==> src/rtl/iq_sample_pkg.sv <==
// Constants shared by the baseband I/Q sample controller and its shaping filter
package iq_sample_pkg;
  // System clock rate and sample tick rates
  localparam int unsigned CLK_HZ = 25_000_000;
  localparam int unsigned DIG_RATE_HZ = 48_600;
  localparam int unsigned ANA_RATE_HZ = 40_000;
  localparam int unsigned DIG_PERIOD_CYC = CLK_HZ / DIG_RATE_HZ;
  localparam int unsigned ANA_PERIOD_CYC = CLK_HZ / ANA_RATE_HZ;
  localparam int unsigned TICK_W = 10;
  // Cycles the sample tick line stays high after a load
  localparam logic [9:0] IRQ_HIGH_CYC = 10'h080;

  // Data widths
  localparam int unsigned RX_W = 10;
  localparam int unsigned TXI_W = 10;
  localparam int unsigned TXA_W = 8;
  localparam int unsigned DAC_W = 9;
  localparam int unsigned OFS_W = 6;

  // Burst framing counts in sample ticks
  localparam logic [4:0] LEAD_TICKS = 5'h09;
  localparam logic [4:0] TAIL_TICKS = 5'h15;

  // Reset values
  localparam logic [RX_W-1:0] RX_RESET = 10'h000;
  localparam logic [DAC_W-1:0] DAC_RESET = 9'h000;
  localparam logic [OFS_W-1:0] OFS_RESET = 6'h00;

  // Constellation radii on the 9-bit converters
  localparam logic signed [DAC_W-1:0] AMP_FULL = 9'sh0B4;
  localparam logic signed [DAC_W-1:0] AMP_DIAG = 9'sh07F;

  // Square-root raised-cosine taps, roll-off 0.35, two samples a symbol
  localparam int unsigned RRC_TAPS = 9;
  localparam int unsigned COEF_W = 16;
  localparam int unsigned COEF_SHIFT = 7;
  localparam logic signed [COEF_W-1:0] RRC_COEF [RRC_TAPS] = '{
    -16'sh0006, -16'sh000E, 16'sh001E, 16'sh005C, 16'sh0080,
    16'sh005C, 16'sh001E, -16'sh000E, -16'sh0006};

  typedef enum logic [1:0] {BURST_IDLE, BURST_LEAD, BURST_ACTIVE, BURST_TAIL} burst_state_t;
endpackage : iq_sample_pkg

==> src/rtl/root_raised_cosine_filter.sv <==
// FIR shaping filter stepped once per sample tick, saturating registered output
`timescale 1ns/1ps
module root_raised_cosine_filter #(
  parameter int unsigned DATA_W = iq_sample_pkg::DAC_W,
  parameter int unsigned TAPS = iq_sample_pkg::RRC_TAPS
) (
  input wire logic i_sys_clk,
  input wire logic i_sys_rst,
  input wire logic i_en,
  input wire logic signed [DATA_W-1:0] i_data,
  output logic signed [DATA_W-1:0] o_data
);
  localparam int unsigned ACC_W = DATA_W + iq_sample_pkg::COEF_W + 4;
  localparam logic signed [ACC_W-1:0] MAX_V = ACC_W'(2 ** (DATA_W - 1) - 1);
  localparam logic signed [ACC_W-1:0] MIN_V = -ACC_W'(2 ** (DATA_W - 1));

  typedef struct packed {
    logic [TAPS-1:0][DATA_W-1:0] line;
    logic [DATA_W-1:0] out;
  } flt_state_t;

  flt_state_t s_q;
  flt_state_t s_d;

  // Shift the delay line and form the saturated weighted sum
  always_comb begin
    logic signed [ACC_W-1:0] acc;
    acc = '0;
    s_d = s_q;
    if (i_en) begin
      s_d.line = {s_q.line[TAPS-2:0], i_data};
      for (int k = 0; k < TAPS; k++) begin
        acc = acc + ACC_W'($signed(s_d.line[k]) * iq_sample_pkg::RRC_COEF[k]);
      end
      acc = acc >>> iq_sample_pkg::COEF_SHIFT;
      if (acc > MAX_V) begin
        s_d.out = MAX_V[DATA_W-1:0];
      end else if (acc < MIN_V) begin
        s_d.out = MIN_V[DATA_W-1:0];
      end else begin
        s_d.out = acc[DATA_W-1:0];
      end
    end
  end

  // State register
  always_ff @(posedge i_sys_clk) begin
    if (i_sys_rst) begin
      s_q <= '0;
    end else begin
      s_q <= s_d;
    end
  end

  assign o_data = s_q.out;
endmodule : root_raised_cosine_filter

==> src/rtl/cellular_baseband_iq_sample_ctrl.sv <==
// Receive sample path control, sample tick, and digital/analog transmit path
//
// Operation
// - Analog mode: FM input to Q, other Q to midrail
// - Analog mode: only Q converts, I path off
// - Midrail buffer on when transmit, voice or receive set
// - Digital mode enables both I and Q receive
// - Sample tick after samples load; 48.6/40 kHz
// - Mode bit one digital, zero analog
// - Digital: serialize written data into pi/4 DQPSK
// - Digital: root raised-cosine shaping to 9-bit converters
// - Power amp enable on during transmission
// - Go bit alone starts bursts; go bit low or analog mode stops them
// - Analog: written samples low-pass filtered before conversion
// - Analog mode holds power amp enable high
// - Separate 6-bit I and Q offset trims
// - Receive results in readable 10-bit registers
// - Sample data is two's complement
// - Shift in-phase register right, bit 0 first
// - Go bit sampled on tick falling edge
`timescale 1ns/1ps
module cellular_baseband_iq_sample_ctrl (
  input wire logic i_sys_clk,
  input wire logic i_sys_rst,
  input wire logic i_mode,
  input wire logic i_fm_voice_select,
  input wire logic i_iq_receive_enable,
  input wire logic i_transmit_enable_bit,
  input wire logic i_burst_go_bit,
  input wire logic i_tx_inphase_wr,
  input wire logic [iq_sample_pkg::TXI_W-1:0] i_tx_inphase_wdata,
  input wire logic i_tx_quadrature_wr,
  input wire logic [iq_sample_pkg::TXA_W-1:0] i_tx_quadrature_wdata,
  input wire logic [iq_sample_pkg::OFS_W-1:0] i_tx_offset_i,
  input wire logic [iq_sample_pkg::OFS_W-1:0] i_tx_offset_q,
  input wire logic i_adc_valid,
  input wire logic [iq_sample_pkg::RX_W-1:0] i_adc_i_data,
  input wire logic [iq_sample_pkg::RX_W-1:0] i_adc_q_data,
  output logic o_adc_start,
  output logic o_rx_i_power_en,
  output logic o_rx_q_power_en,
  output logic o_fm_to_q_mux,
  output logic o_rxq_neg_to_midrail,
  output logic o_midrail_reference_en,
  output logic [iq_sample_pkg::RX_W-1:0] o_rx_inphase_sample_reg,
  output logic [iq_sample_pkg::RX_W-1:0] o_rx_quadrature_sample_reg,
  output logic o_sample_tick_irq,
  output logic o_power_amp_enable,
  output logic o_burst_active,
  output logic signed [iq_sample_pkg::DAC_W-1:0] o_dac_i,
  output logic signed [iq_sample_pkg::DAC_W-1:0] o_dac_q,
  output logic [iq_sample_pkg::OFS_W-1:0] o_tx_offset_i,
  output logic [iq_sample_pkg::OFS_W-1:0] o_tx_offset_q
);
  localparam int unsigned TW = iq_sample_pkg::TICK_W;
  localparam int unsigned DW = iq_sample_pkg::DAC_W;
  localparam logic [TW-1:0] DIG_LAST = TW'(iq_sample_pkg::DIG_PERIOD_CYC - 1);
  localparam logic [TW-1:0] ANA_LAST = TW'(iq_sample_pkg::ANA_PERIOD_CYC - 1);

  typedef struct packed {
    logic [TW-1:0] tick_cnt;
    logic adc_start;
    logic conv_pending;
    logic irq;
    logic [9:0] irq_cnt;
    logic [iq_sample_pkg::RX_W-1:0] rx_i;
    logic [iq_sample_pkg::RX_W-1:0] rx_q;
    logic rx_i_pwr;
    logic rx_q_pwr;
    logic fm_mux;
    logic rxq_mid;
    logic mid_en;
    iq_sample_pkg::burst_state_t burst;
    logic busy;
    logic [4:0] burst_cnt;
    logic [iq_sample_pkg::TXI_W-1:0] tx_inphase_data_reg;
    logic [iq_sample_pkg::TXA_W-1:0] tx_quadrature_data_reg;
    logic half;
    logic held_bit;
    logic [2:0] phase;
    logic flt_en;
    logic [DW-1:0] flt_i;
    logic [DW-1:0] flt_q;
    logic pa;
    logic [iq_sample_pkg::OFS_W-1:0] ofs_i;
    logic [iq_sample_pkg::OFS_W-1:0] ofs_q;
  } ctrl_state_t;

  ctrl_state_t s_q;
  ctrl_state_t s_d;
  logic [DW-1:0] flt_out_i;
  logic [DW-1:0] flt_out_q;

  // Phase advance in eighths of a turn for a dibit, first bit in the high place
  function automatic logic [2:0] dqpsk_step(input logic [1:0] dibit);
    unique case (dibit)
      2'b00: dqpsk_step = 3'h1;
      2'b01: dqpsk_step = 3'h3;
      2'b10: dqpsk_step = 3'h7;
      2'b11: dqpsk_step = 3'h5;
    endcase
  endfunction : dqpsk_step

  // Constellation point for a phase, I in the high half
  function automatic logic [2*DW-1:0] point_of(input logic [2:0] ph);
    logic signed [DW-1:0] f;
    logic signed [DW-1:0] g;
    f = iq_sample_pkg::AMP_FULL;
    g = iq_sample_pkg::AMP_DIAG;
    unique case (ph)
      3'h0: point_of = {f, 9'sh000};
      3'h1: point_of = {g, g};
      3'h2: point_of = {9'sh000, f};
      3'h3: point_of = {-g, g};
      3'h4: point_of = {-f, 9'sh000};
      3'h5: point_of = {-g, -g};
      3'h6: point_of = {9'sh000, -f};
      3'h7: point_of = {g, -g};
    endcase
  endfunction : point_of

  // Next-state logic for sample timing, receive control and transmit path
  always_comb begin
    logic tick;
    logic bit_out;
    logic [2:0] ph_new;
    logic [2*DW-1:0] pt;
    tick = 1'b0;
    bit_out = 1'b0;
    ph_new = s_q.phase;
    pt = '0;
    s_d = s_q;
    s_d.adc_start = 1'b0;
    s_d.flt_en = 1'b0;

    // Receive path steering from mode and enables
    s_d.fm_mux = ~i_mode & i_fm_voice_select;
    s_d.rxq_mid = ~i_mode & i_fm_voice_select;
    s_d.rx_i_pwr = i_mode & i_iq_receive_enable;
    s_d.rx_q_pwr = i_mode ? i_iq_receive_enable : i_fm_voice_select;
    s_d.mid_en = i_transmit_enable_bit | i_fm_voice_select | i_iq_receive_enable;
    s_d.ofs_i = i_tx_offset_i;
    s_d.ofs_q = i_tx_offset_q;

    // Load results, raise the tick line; registers hold otherwise
    if (s_q.conv_pending && i_adc_valid) begin
      s_d.conv_pending = 1'b0;
      s_d.rx_q = i_adc_q_data;
      if (i_mode) begin
        s_d.rx_i = i_adc_i_data;
      end
      s_d.irq = 1'b1;
      s_d.irq_cnt = iq_sample_pkg::IRQ_HIGH_CYC;
    end else if (s_q.irq) begin
      if (s_q.irq_cnt == 10'h001) begin
        s_d.irq = 1'b0;
        tick = 1'b1;
      end
      s_d.irq_cnt = s_q.irq_cnt - 1'b1;
    end

    // Conversion pacing; a new start wins over a result taken in the same cycle
    if (s_q.tick_cnt >= (i_mode ? DIG_LAST : ANA_LAST)) begin
      s_d.tick_cnt = '0;
      s_d.adc_start = 1'b1;
      s_d.conv_pending = 1'b1;
    end else begin
      s_d.tick_cnt = s_q.tick_cnt + 1'b1;
    end

    // DSP writes to the transmit data registers
    if (i_tx_inphase_wr) begin
      s_d.tx_inphase_data_reg = i_tx_inphase_wdata;
    end
    if (i_tx_quadrature_wr) begin
      s_d.tx_quadrature_data_reg = i_tx_quadrature_wdata;
    end

    // Transmit work on each falling edge of the tick line
    if (tick) begin
      s_d.flt_en = 1'b1;
      if (!i_mode) begin
        // Analog: written two's complement samples feed the low-pass filter
        s_d.burst = iq_sample_pkg::BURST_IDLE;
        s_d.phase = '0;
        s_d.half = 1'b0;
        s_d.flt_i = {s_q.tx_inphase_data_reg[iq_sample_pkg::TXA_W-1:0], 1'b0};
        s_d.flt_q = {s_q.tx_quadrature_data_reg, 1'b0};
      end else begin
        s_d.flt_i = '0;
        s_d.flt_q = '0;
        unique case (s_q.burst)
          iq_sample_pkg::BURST_IDLE: begin
            s_d.phase = '0;
            s_d.half = 1'b0;
            if (i_burst_go_bit) begin
              s_d.burst = iq_sample_pkg::BURST_LEAD;
              s_d.burst_cnt = iq_sample_pkg::LEAD_TICKS;
            end
          end
          iq_sample_pkg::BURST_LEAD: begin
            s_d.burst_cnt = s_q.burst_cnt - 1'b1;
            if (s_q.burst_cnt == 5'h01) begin
              s_d.burst = iq_sample_pkg::BURST_ACTIVE;
            end
          end
          iq_sample_pkg::BURST_ACTIVE: begin
            bit_out = s_q.tx_inphase_data_reg[0];
            if (!i_tx_inphase_wr) begin
              s_d.tx_inphase_data_reg = s_q.tx_inphase_data_reg >> 1;
            end
            if (!s_q.half) begin
              s_d.held_bit = bit_out;
              s_d.half = 1'b1;
            end else begin
              ph_new = s_q.phase + dqpsk_step({s_q.held_bit, bit_out});
              pt = point_of(ph_new);
              s_d.phase = ph_new;
              s_d.half = 1'b0;
              s_d.flt_i = pt[2*DW-1:DW];
              s_d.flt_q = pt[DW-1:0];
            end
            if (!i_burst_go_bit) begin
              s_d.burst = iq_sample_pkg::BURST_TAIL;
              s_d.burst_cnt = iq_sample_pkg::TAIL_TICKS;
            end
          end
          iq_sample_pkg::BURST_TAIL: begin
            s_d.burst_cnt = s_q.burst_cnt - 1'b1;
            if (s_q.burst_cnt == 5'h01) begin
              s_d.burst = iq_sample_pkg::BURST_IDLE;
            end
          end
        endcase
      end
    end

    // Power amp: always on in analog mode, else from end of lead through end of tail
    s_d.pa = ~i_mode
           | (s_d.burst == iq_sample_pkg::BURST_ACTIVE)
           | (s_d.burst == iq_sample_pkg::BURST_TAIL);
    // Burst flag kept in a flop so the output needs no decode
    s_d.busy = (s_d.burst != iq_sample_pkg::BURST_IDLE);
  end

  // State register
  always_ff @(posedge i_sys_clk) begin
    if (i_sys_rst) begin
      s_q <= '0;
      s_q.rx_i <= iq_sample_pkg::RX_RESET;
      s_q.rx_q <= iq_sample_pkg::RX_RESET;
      s_q.ofs_i <= iq_sample_pkg::OFS_RESET;
      s_q.ofs_q <= iq_sample_pkg::OFS_RESET;
      s_q.burst <= iq_sample_pkg::BURST_IDLE;
    end else begin
      s_q <= s_d;
    end
  end

  // Shaping filter for I; also the analog-mode low-pass
  root_raised_cosine_filter #(.DATA_W(DW), .TAPS(iq_sample_pkg::RRC_TAPS)) u_flt_i (
    .i_sys_clk(i_sys_clk),
    .i_sys_rst(i_sys_rst),
    .i_en(s_q.flt_en),
    .i_data(s_q.flt_i),
    .o_data(flt_out_i)
  );

  // Shaping filter for Q
  root_raised_cosine_filter #(.DATA_W(DW), .TAPS(iq_sample_pkg::RRC_TAPS)) u_flt_q (
    .i_sys_clk(i_sys_clk),
    .i_sys_rst(i_sys_rst),
    .i_en(s_q.flt_en),
    .i_data(s_q.flt_q),
    .o_data(flt_out_q)
  );

  // Outputs, all straight from flip-flops
  assign o_adc_start = s_q.adc_start;
  assign o_rx_i_power_en = s_q.rx_i_pwr;
  assign o_rx_q_power_en = s_q.rx_q_pwr;
  assign o_fm_to_q_mux = s_q.fm_mux;
  assign o_rxq_neg_to_midrail = s_q.rxq_mid;
  assign o_midrail_reference_en = s_q.mid_en;
  assign o_rx_inphase_sample_reg = s_q.rx_i;
  assign o_rx_quadrature_sample_reg = s_q.rx_q;
  assign o_sample_tick_irq = s_q.irq;
  assign o_power_amp_enable = s_q.pa;
  assign o_burst_active = s_q.busy;
  assign o_dac_i = flt_out_i;
  assign o_dac_q = flt_out_q;
  assign o_tx_offset_i = s_q.ofs_i;
  assign o_tx_offset_q = s_q.ofs_q;
endmodule : cellular_baseband_iq_sample_ctrl

==> config.mk <==
export PLATFORM = sky130hd
export DESIGN_NAME = cellular_baseband_iq_sample_ctrl
export DESIGN_NICKNAME = d
export VERILOG_FILES = /design/src/rtl/iq_sample_pkg.sv /design/src/rtl/root_raised_cosine_filter.sv /design/src/rtl/cellular_baseband_iq_sample_ctrl.sv
export SDC_FILE = /design/constraint.sdc
export NUM_CORES = 1
export LEC_CHECK = 0
export BUFFER_PORTS_ARGS = -buffer_cell sky130_fd_sc_hd__buf_2
export CORE_MARGIN = 2
export CORE_UTILIZATION = 55
export DETAILED_ROUTE_END_ITERATION = 7
export PLACE_DENSITY = 0.79
export SETUP_SLACK_MARGIN = 0.4
export SKIP_CTS_REPAIR_TIMING = 1
export SYNTH_ARGS = -nofsm -noshare
export SYNTH_HDL_FRONTEND = slang
export SYNTH_SLANG_ARGS = --single-unit
==> constraint.sdc <==
create_clock -name i_sys_clk -period 9 [get_ports i_sys_clk]
set_input_delay 0 -clock i_sys_clk [delete_from_list [all_inputs] [get_ports i_sys_clk]]
set_output_delay 0 -clock i_sys_clk [all_outputs]
set_load 0.01 [all_outputs]
---- Word-level counts from Yosys, hierarchy flattened ----
Memories as Yosys holds them, arrays and structs flattened.
Index checks and enable logic that the tools add are counted.
storage, ports and cells
  register bits ........................... 272
  bits in latches ......................... 0
  memory bits (writable) .................. 0
  ROM bits ................................ 144
  input bits .............................. 60
  memories kept ........................... 1
cells by class
  add/sub/neg operators ................... 20
  multipliers ............................. 16
  divide/modulo/power cells ............... 0
  $lt $le $gt $ge ......................... 5
  eq/ne operators ......................... 14
  shift-type cells ........................ 0
  mux-type cells .......................... 44
  bitwise logic cells ..................... 8
  reduce and logical (&&, ||, !) cells .... 14
memory list
  name              depth  width  read ports  clocked after Yosys merged registers in  write ports  line                                     text
  (name not given)  8      18     1           0                                        0            cellular_baseband_iq_sample_ctrl.sv:110  unique case (ph)
operator list
  kind                     count
  $add A29 B29 Y29         12
  $mul A9 B6 Y15 const B   4
  $add A29 B13 Y29         2
  $add A29 B16 Y29         2
  $mul A9 B5 Y14 const B   4
  $mux W18                 3
  $mul A9 B4 Y13 const B   4
  $mux W10                 5
  $mul A9 B3 Y12 const B   4
  $gt A22 B9 Y1 const B    2
  $lt A22 B9 Y1 const B    2
  $mux W9                  4
  $mux W11                 2
  $mux W19                 1
  $mux W3                  6
  $pmux W5 S3              1
  $mux W2                  7
  $eq A2 B2 Y1 const B     6
  $pmux W3 S4              1
  $add A10 B1 Y10 const B  1
  $eq A10 B1 Y1 const B    1
  $ge A10 B10 Y1           1
  $mux W5                  2
  $sub A10 B1 Y10 const B  1
  other kinds (22)         43

---- Logic depth before layout (Yosys ltp) ----
Gate-level depths: netlist of run 1.
  word-level depth ........................ 12
  depth in mapped cells ................... 34

---- Hierarchy ----
A second synthesis of run 1 with hierarchy kept.
unflattened totals
  cells, all modules ...................... 3,283
  area, all modules ....................... 30,225.2 µm²
by module, submodules not included
  module                               times used  cells each  area each (µm²)  sequential area each (µm²)
  root_raised_cosine_filter (u_flt_q)  1           1,382       12,762.2         1,621.6
  root_raised_cosine_filter (u_flt_i)  1           1,343       12,560.8         1,621.6
  cellular_baseband_iq_sample_ctrl     1           558         4,902.2          2,182.1

---- Least setup slack after synthesis of run 1 ----
No wires, ideal clock.
  path kind ............................... register -> register
  start ................................... reg u_flt_q.s_q[18] in the netlist's numbering
  end ..................................... reg u_flt_q.s_q, in the netlist u_flt_q.o_data[0]
  library setup time ...................... 0.143 ns
  arrival time ............................ 7.957 ns
  data required time ...................... 8.857 ns
  slack ................................... 0.900 ns
  stages on the path, launching flop included .. 30
  path buffers ............................ 0
  period minus slack after synthesis ...... 8.100 ns
  path through ............................ dfxtp_1 ha_1 ha_1 inv_1 fa_1 inv_1 ha_1 a21o_1 a21oi_1 o21ai_0 a21oi_1 o21ai_0 a21oi_1 o21ai_0 o311ai_0 fa_1 fa_1 fa_1 inv_1 fa_1 inv_1 ha_1 and4_1 a221oi_1 o21ai_0 a21oi_1 xor2_1 nand4_1 o21ai_1 a211oi_1
between the ends
  longest elaborated chain between the ends .. 11
ends and longest elaborated chain
  item                              line                             text
  from (decl)                       root_raised_cosine_filter.sv:22  flt_state_t s_q;
  from (signal assigned)            root_raised_cosine_filter.sv:49  s_q <= '0;
  from (signal assigned)            root_raised_cosine_filter.sv:51  s_q <= s_d;
  $mul A9 B5 Y14 *                  root_raised_cosine_filter.sv:33  acc = acc + ACC_W'($signed(s_d.line[k]) * iq_sample_pkg::RRC_COEF[k]);
  $add A29 B29 Y29 * (2 in series)  root_raised_cosine_filter.sv:33
  $add A29 B16 Y29 *                root_raised_cosine_filter.sv:33
  $add A29 B29 Y29 * (3 in series)  root_raised_cosine_filter.sv:33
  $add A29 B13 Y29 *                root_raised_cosine_filter.sv:33
  $lt A22 B9 Y1                     root_raised_cosine_filter.sv:38  end else if (acc < MIN_V) begin
  $mux W9                           root_raised_cosine_filter.sv:38
  $mux W9 *                         root_raised_cosine_filter.sv:36  if (acc > MAX_V) begin
Mark *: on every way between the ends. The rest lies on a longest branch, timed or not.
A chain may end at the register's enable or synchronous reset.

---- Worst setup path after layout of run 1 ----
  start ................................... reg u_flt_i.s_q[48] in the netlist's numbering
  end ..................................... reg u_flt_i.s_q, in the netlist u_flt_i.o_data[1]
between the ends
  longest elaborated chain between the ends .. 8
ends and longest elaborated chain
  item                              line
  from (decl)                       root_raised_cosine_filter.sv:22
  from (signal assigned)            root_raised_cosine_filter.sv:49
  from (signal assigned)            root_raised_cosine_filter.sv:51
  $mul A9 B6 Y15 *                  root_raised_cosine_filter.sv:33
  $add A29 B29 Y29 * (3 in series)  root_raised_cosine_filter.sv:33
  $add A29 B13 Y29 *                root_raised_cosine_filter.sv:33
  $lt A22 B9 Y1                     root_raised_cosine_filter.sv:38
  $mux W9                           root_raised_cosine_filter.sv:38
  $mux W9 *                         root_raised_cosine_filter.sv:36
Marked as above.

==> results.sh, run 1 <==
export IMPL_row_count=83
export IMPL_pins_over_their_slew_limit=0
export IMPL_tightestPinTransition_ns=1.19
export IMPL_max_cap_violations=0
export IMPL_power_density_mw_per_mm2=81.8
export IMPL_grt_use_total=0.226
export IMPL_post_synth_num_cell_types=66
export IMPL_postSynth_topFlopCell="dfxtp_1"
export IMPL_top_register="u_flt_q.s_q"
export IMPL_netSwitchingFraction=0.240
export IMPL_final_period_utilization=0.912
export IMPL_floorplan_die_area_mm2=0.0541
export IMPL_max_slew_margin_rel=0.203
export IMPL_synth_top_cells_by_area="fa_1 22%, ha_1 18%, dfxtp_1 18%, inv_1 8.9%, mux2i_1 5.2%"
export IMPL_crit_slowest_cell="fa_1"
export IMPL_largest_reg_flops=72
export IMPL_r2r_cells=34
export IMPL_power_combinational_fraction=0.039
export IMPL_synthAdderAreaFrac=0.406
export IMPL_critPathCaptureType="flip-flop"
export IMPL_synth_cell_area_mm2=0.0288
export IMPL_grt_max_degree=155
export IMPL_grt_setup_unrepaired="false"
export IMPL_yosysWarningCount=0
export IMPL_drive_gt1_frac=0.0774
export IMPL_asyncSetResetFlopFracSynth=0
export IMPL_via_count_of_the_first_global_routing_pass=20759
export IMPL_crit_path_max_fanout=8
export IMPL_synth_enable_flop_cells=0
export IMPL_timing_hold_violations_final=0
export IMPL_leakage_nw=15.7
export IMPL_num_vias=21065
export IMPL_synth_top_cells_by_count="683 x inv_1, 424 x ha_1, 318 x fa_1"
export IMPL_placeableCoreArea_mm2=0.0515
export IMPL_route_detailed_drc=0
export IMPL_detail_route_antenna_nets=0
export IMPL_worstHoldPathCells=3
export IMPL_first_pass_grt_wire_length_um=100000
export IMPL_setup_worst_path_start_class="flip-flop"
export IMPL_top_regs="u_flt_q.s_q (72), s_q (69), u_flt_i.s_q (64)"
export IMPL_synth_nets=3989
export IMPL_power_internal_mw=1.98
export IMPL_drt_first_pass_iters=7
export IMPL_worst_clock_skew_ns=0.0226
export IMPL_setup_viol=0
export IMPL_synth_compound_area_frac=0.0915
export IMPL_cts_root_buffer_cell="clkbuf_16"
export IMPL_detail_route_iter0_violations=1111
export IMPL_place_area_mm2=0.0297
export IMPL_routed_wl_met2_um=31200
export IMPL_ir_drop_mv=0.178
export IMPL_synth_top_area_frac=0.221
export IMPL_place_detailed_instances=3876
export IMPL_setup_tns_final_ns=0
export IMPL_grt_antenna_before_repair=1
export IMPL_postSynthAreaPerCell_um2=9.02
export IMPL_synthDominantAreaCellType="fa_1"
export IMPL_power_sequential_fraction=0.452
export IMPL_post_drt_via_cell_ratio=5.23
export IMPL_synthMostInstantiatedCell="inv_1"
export IMPL_dr_wl_met3_um=2180
export IMPL_dieWidth_um=233
export IMPL_highest_achievable_clock_rate_ghz=0.122
export IMPL_clk_insertion_delay_late_ns=0.61
export IMPL_yosysSeqAreaShare=0.183
export IMPL_cts_max_level=1
export IMPL_max_clock_path_buffers=3
export IMPL_globalRouteOverflowTotal=0
export IMPL_clk_pin_slew_worst_paths_ns=0.07
export IMPL_cp_slowest_stage_delay_ns=0.55
export IMPL_tritoncts_num_sinks=263
export IMPL_place_congestion=0.896
export IMPL_area_growth_synth_to_final_pct=10.9
export IMPL_detail_route_wirelength_met1_um=27600
export IMPL_io_pins=119
export IMPL_crit_required_ns=9.52
export IMPL_synth_top_family_by_area="adder cells"
export IMPL_port_buffer_count=118
export IMPL_post_layout_minimum_cycle_time_ns=8.21
export IMPL_wl_um=63200
export IMPL_routed_top_layer="met4"
export IMPL_timing_worst_setup_path_type="flip-flop to flip-flop"
export IMPL_layout_core_utilization=0.619
export IMPL_post_route_cell_area_mm2=0.0319
export IMPL_worstHoldPathType="input port to flip-flop"
export IMPL_synth_seq_cells=263
export IMPL_power_frac_clock=0.509
export IMPL_starting_density=0.558
export IMPL_routed_wire_length_per_instance_um=15.7
export IMPL_worst_endpoint_arrival_ns=8.73
export IMPL_final_net_count=4126
export IMPL_dpl_hpwl_um=47500
export IMPL_synthCells=3187
export IMPL_floorplan_die_height_um=233
export IMPL_post_synth_xor_area_fraction=0.0645
export IMPL_numCtsBuffers=31
export IMPL_tritoncts="yes"
export IMPL_synth_mux_area_fraction=0.0522
export IMPL_power_net_switching_mw=0.627
export IMPL_synth_simple_area_share=0.0914
export IMPL_result_of_the_run="completed"
export IMPL_final_cell_count_no_fill=4030
-- critical path, delay by kind of cell (launching register included) --
family | cells | cell delay, ns
fa+ha+maj | 9 | 4.03
compound gates | 12 | 2.45
simple gates | 5 | 0.56
buf+inv | 7 | 0.53
flops | 1 | 0.37
xor+xnor | 1 | 0.16
-- logic make-up after synthesis --
logic type	count (synthesis)
XOR/XNOR	211
flip-flops	263
adder cells (fa/ha/maj)	742
multiplexers	150
AND/OR/NAND/NOR	600
buffers and inverters	802
AO/OA/AOI/OAI	419
-- power groups by stage --
stage	Clock (mW)	Combinational (mW)	Sequential (mW)
after detailed placement	0	0.0656	1.20
after global placement	0	0.0650	1.20
after CTS	1.35	0.0661	1.18
after global routing	1.39	0.108	1.18
final	1.33	0.100	1.18
after floorplan	0	0.0433	1.20
-- final cells by class --
cell class                      count  area (µm²)
Clock inverter                     18         210
Timing Repair Buffer              223        1620
Antenna cell                        2        5.00
Multi-Input combinational cell   2122       20500
Inverter                          683        2560
Clock buffer                       39         846
Sequential cell                   263        5280
Fill cell                        4073       19600
Tap cell                          680         851
-- worst paths after layout --
path	from	endpoint	slack (ns)
worst max register to register	u_flt_i.s_q[48]	u_flt_i.o_data[1]	0.79
worst min-delay path	i_tx_offset_i[1]	o_tx_offset_i[1]	0.15
worst max-delay path	u_flt_i.s_q[48]	u_flt_i.o_data[1]	0.79
worst min register to register	o_rx_inphase_sample_reg[7]	o_rx_inphase_sample_reg[7]	0.46
-- layer usage --
| metal | vias to the layer above | track usage |
|---|---|---|
| met1 | 10178 | 0.298 |
| met2 | 403 | 0.388 |
| met4 | 0 | 0.0715 |
| met5 | - | 0 |
| li1 | 10322 | - |
| met3 | 162 | 0.0275 |
-- through the flow --
step / power [mW] / hold slack [ns] / setup WS, ns
after floorplan: 1.25 / 0.120 / 0.900
after global placement: 1.27 / 0.207 / 0.485
after detailed placement: 1.27 / 0.213 / 0.233
after CTS: 2.59 / -0.430 / 0.179
after global routing: 2.68 / 0.149 / 0.377
final: 2.61 / 0.153 / 0.794
-- cells in the final DEF (no fill, tap or decap), types with 15 or more instances in the layout --
cell type / Yosys / final
buf_2: 0 / 117
ha_1: 424 / 422
nor2b_1: 38 / 38
a21oi_2: 0 / 15
nand3_1: 31 / 30
o21ai_0: 73 / 60
nand2b_1: 20 / 20
a21o_1: 37 / 37
nor3_1: 18 / 18
o21bai_1: 29 / 29
buf_4: 51 / 17
clkbuf_16: 0 / 31
xnor2_1: 140 / 139
fa_1: 318 / 316
inv_1: 683 / 680
xor2_1: 70 / 67
dlygate4sd3_1: 0 / 87
nor2_1: 272 / 270
a21boi_0: 18 / 17
a211oi_1: 27 / 25
mux2i_1: 150 / 150
nand2_1: 166 / 166
a21oi_1: 171 / 156
dfxtp_1: 263 / 250
(Power assumes the default switching activity.)
==> run 2, diff against run 1 <==
--- a/config.mk
+++ b/config.mk
@@ -5,7 +5,9 @@
 export SDC_FILE = /design/constraint.sdc
 export NUM_CORES = 1
 export LEC_CHECK = 0
+export ABC_AREA = 1
 export BUFFER_PORTS_ARGS = -buffer_cell sky130_fd_sc_hd__buf_2
+export CAP_MARGIN = 20
 export CORE_MARGIN = 2
 export CORE_UTILIZATION = 55
 export DETAILED_ROUTE_END_ITERATION = 7
==> run 2 against run 1 <==
First-iteration DRC count rose by 14%. Setup slack improved by 0.55 ns. Fmax increased by 7.1%. Synthesized cell count up 9.9%. Critical path depth stayed put. Wire length grew 8.6%. Sequential cell count is the same. Sequential share of layout area hardly changed. Die area up 0.60%. Core utilization is 1.1 points lower. Largest power group unchanged.
==> results.sh, run 2 <==
export IMPL_detail_route_iter0_violations=1265
export IMPL_layout_core_utilization=0.608
export IMPL_synth_seq_cells=263
export IMPL_post_synth_num_cell_types=51
export IMPL_tritoncts="yes"
export IMPL_setup_viol=0
export IMPL_io_pins=119
export IMPL_routed_wl_met2_um=32800
export IMPL_timing_hold_violations_final=0
export IMPL_post_synth_xor_area_fraction=0.0612
export IMPL_floorplan_die_area_mm2=0.0544
export IMPL_largest_reg_flops=72
export IMPL_result_of_the_run="completed"
export IMPL_power_density_mw_per_mm2=84.8
export IMPL_via_count_of_the_first_global_routing_pass=22282
export IMPL_dpl_hpwl_um=51700
export IMPL_synth_top_cells_by_count="841 x inv_1, 424 x ha_1, 353 x nand2_1"
export IMPL_crit_required_ns=9.43
export IMPL_cp_slowest_stage_delay_ns=0.56
export IMPL_dieWidth_um=233
export IMPL_critPathCaptureType="flip-flop"
export IMPL_route_detailed_drc=0
export IMPL_port_buffer_count=118
export IMPL_synth_compound_area_frac=0.127
export IMPL_leakage_nw=16.9
export IMPL_timing_worst_setup_path_type="flip-flop to flip-flop"
export IMPL_holdCritStartpoint="i_tx_inphase_wr"
export IMPL_reg2reg_from="u_flt_q.s_q[18]"
export IMPL_asyncSetResetFlopFracSynth=0
export IMPL_grt_antenna_before_repair=0
export IMPL_worst_endpoint_arrival_ns=8.09
export IMPL_routed_wire_length_per_instance_um=15.8
export IMPL_commonest_non_fill_non_tap_cells_in_the_layout="840 x inv_1, 424 x ha_1, 353 x nand2_1"
export IMPL_synth_top_area_frac=0.220
export IMPL_highest_achievable_clock_rate_ghz=0.131
export IMPL_detail_route_antenna_nets=0
export IMPL_top_register="u_flt_q.s_q"
export IMPL_drt_first_pass_iters=8
export IMPL_worst_setup_path_startpoint="u_flt_q.s_q[18]"
export IMPL_final_net_count=4430
export IMPL_postSynth_topFlopCell="dfxtp_1"
export IMPL_area_growth_synth_to_final_pct=9.83
export IMPL_cts_max_level=2
export IMPL_grt_use_total=0.248
export IMPL_antenna_cells=0
export IMPL_cts_root_buffer_cell="clkbuf_16"
export IMPL_num_vias=22770
export IMPL_drive_gt1_frac=0.0594
export IMPL_setup_worst_path_start_class="flip-flop"
export IMPL_synth_mux_area_fraction=0
export IMPL_max_cap_violations=0
export IMPL_synth_enable_flop_cells=0
export IMPL_wl_um=68700
export IMPL_routed_top_layer="met4"
export IMPL_synthMostInstantiatedCell="inv_1"
export IMPL_place_area_mm2=0.0297
export IMPL_yosysSeqAreaShare=0.182
export IMPL_post_layout_minimum_cycle_time_ns=7.66
export IMPL_grt_setup_unrepaired="false"
export IMPL_grt_max_degree=94
export IMPL_numCtsBuffers=34
export IMPL_fin_hold_ws_ns=0.0368
export IMPL_place_congestion=0.935
export IMPL_setup_tns_final_ns=0
export IMPL_final_period_utilization=0.851
export IMPL_tightestPinTransition_ns=0.919
export IMPL_pins_over_their_slew_limit=0
export IMPL_synthCells=3504
export IMPL_mostFrequentLayoutCell="inv_1"
export IMPL_synth_cell_area_mm2=0.0289
export IMPL_post_drt_via_cell_ratio=5.25
export IMPL_worst_clock_skew_ns=0.0170
export IMPL_crit_slowest_cell="fa_1"
export IMPL_synth_nets=4306
export IMPL_synth_simple_area_share=0.0922
export IMPL_post_route_cell_area_mm2=0.0318
export IMPL_synth_top_family_by_area="adder cells"
export IMPL_top_regs="u_flt_q.s_q (72), s_q (69), u_flt_i.s_q (64)"
export IMPL_synth_top_cells_by_area="fa_1 22%, ha_1 18%, dfxtp_1 18%, inv_1 11%, a21oi_1 6.0%"
export IMPL_globalRouteOverflowTotal=0
export IMPL_max_clock_path_buffers=3
export IMPL_dr_wl_met3_um=4780
export IMPL_synthDominantAreaCellType="fa_1"
export IMPL_crit_path_max_fanout=8
export IMPL_yosysWarningCount=0
export IMPL_placeableCoreArea_mm2=0.0522
export IMPL_clk_pin_slew_worst_paths_ns=0.06
export IMPL_floorplan_die_height_um=233
export IMPL_row_count=84
export IMPL_synthAdderAreaFrac=0.403
export IMPL_worstHoldPathType="input port to flip-flop"
export IMPL_first_pass_grt_wire_length_um=108000
export IMPL_detail_route_wirelength_met1_um=29400
export IMPL_crit_path_frequent_cell="nand2_1"
export IMPL_postSynthAreaPerCell_um2=8.26
export IMPL_clk_insertion_delay_late_ns=0.56
export IMPL_tritoncts_num_sinks=263
export IMPL_max_slew_margin_rel=0.387
export IMPL_starting_density=0.554
export IMPL_setup_reg_to_reg_worst_slack_ns=1.34
export IMPL_ir_drop_mv=0.158
run 2: final cells by class:
type | count | area (µm²)
sequential | 263 | 5270
tap | 688 | 861
clock inverter | 14 | 180
clock buffer | 45 | 943
fill | 4263 | 20500
timing repair buffer | 216 | 1550
inverter | 846 | 3180
multi-input combinational | 2267 | 19800
run 2: critical path: cells and delay by family (launching register included):
kind | cells | cell delay (ns)
buffers and inverters | 6 | 0.38
adder cells (fa/ha/maj) | 9 | 4.05
flip-flops | 1 | 0.42
AND/OR/NAND/NOR | 11 | 0.97
XOR/XNOR | 1 | 0.50
AO/OA/AOI/OAI | 7 | 1.20
run 2: layer usage:
metal  track usage  vias to the layer above
li1              -                    11165
met1         0.323                    10818
met2         0.418                      654
met3        0.0546                      133
met4        0.0621                        0
met5             0                        -
run 2: cell families after synthesis:
group / Yosys count
AND/OR/NAND/NOR: 642
AO/OA/AOI/OAI: 681
XOR/XNOR: 202
flip-flops: 263
buffers and inverters: 974
adder cells (fa/ha/maj): 742
run 2: path summary, 6_finish.rpt:
check	end	depth (start not counted)
setup reg to reg	u_flt_i.o_data[6]	34
setup / recovery	u_flt_i.o_data[6]	34
hold / removal	s_q[54]	4
hold reg to reg	s_q[101]	1
run 2: metrics by stage:
step / total power, mW / worst slack (ns) / instances
after global routing: 2.77 / 0.782 / 4339
after floorplan: 1.25 / 2.10 / 3504
after global placement: 1.27 / 1.52 / 4189
after CTS: 2.68 / 1.38 / 4248
final: 2.70 / 1.34 / 4339
after detailed placement: 1.27 / 1.38 / 4189
run 2: where the power goes:
group | switching [mW] | internal [mW]
sequential | 0.00442 | 1.17
clock | 0.587 | 0.829
combinational | 0.0541 | 0.0481
total | 0.645 | 2.05
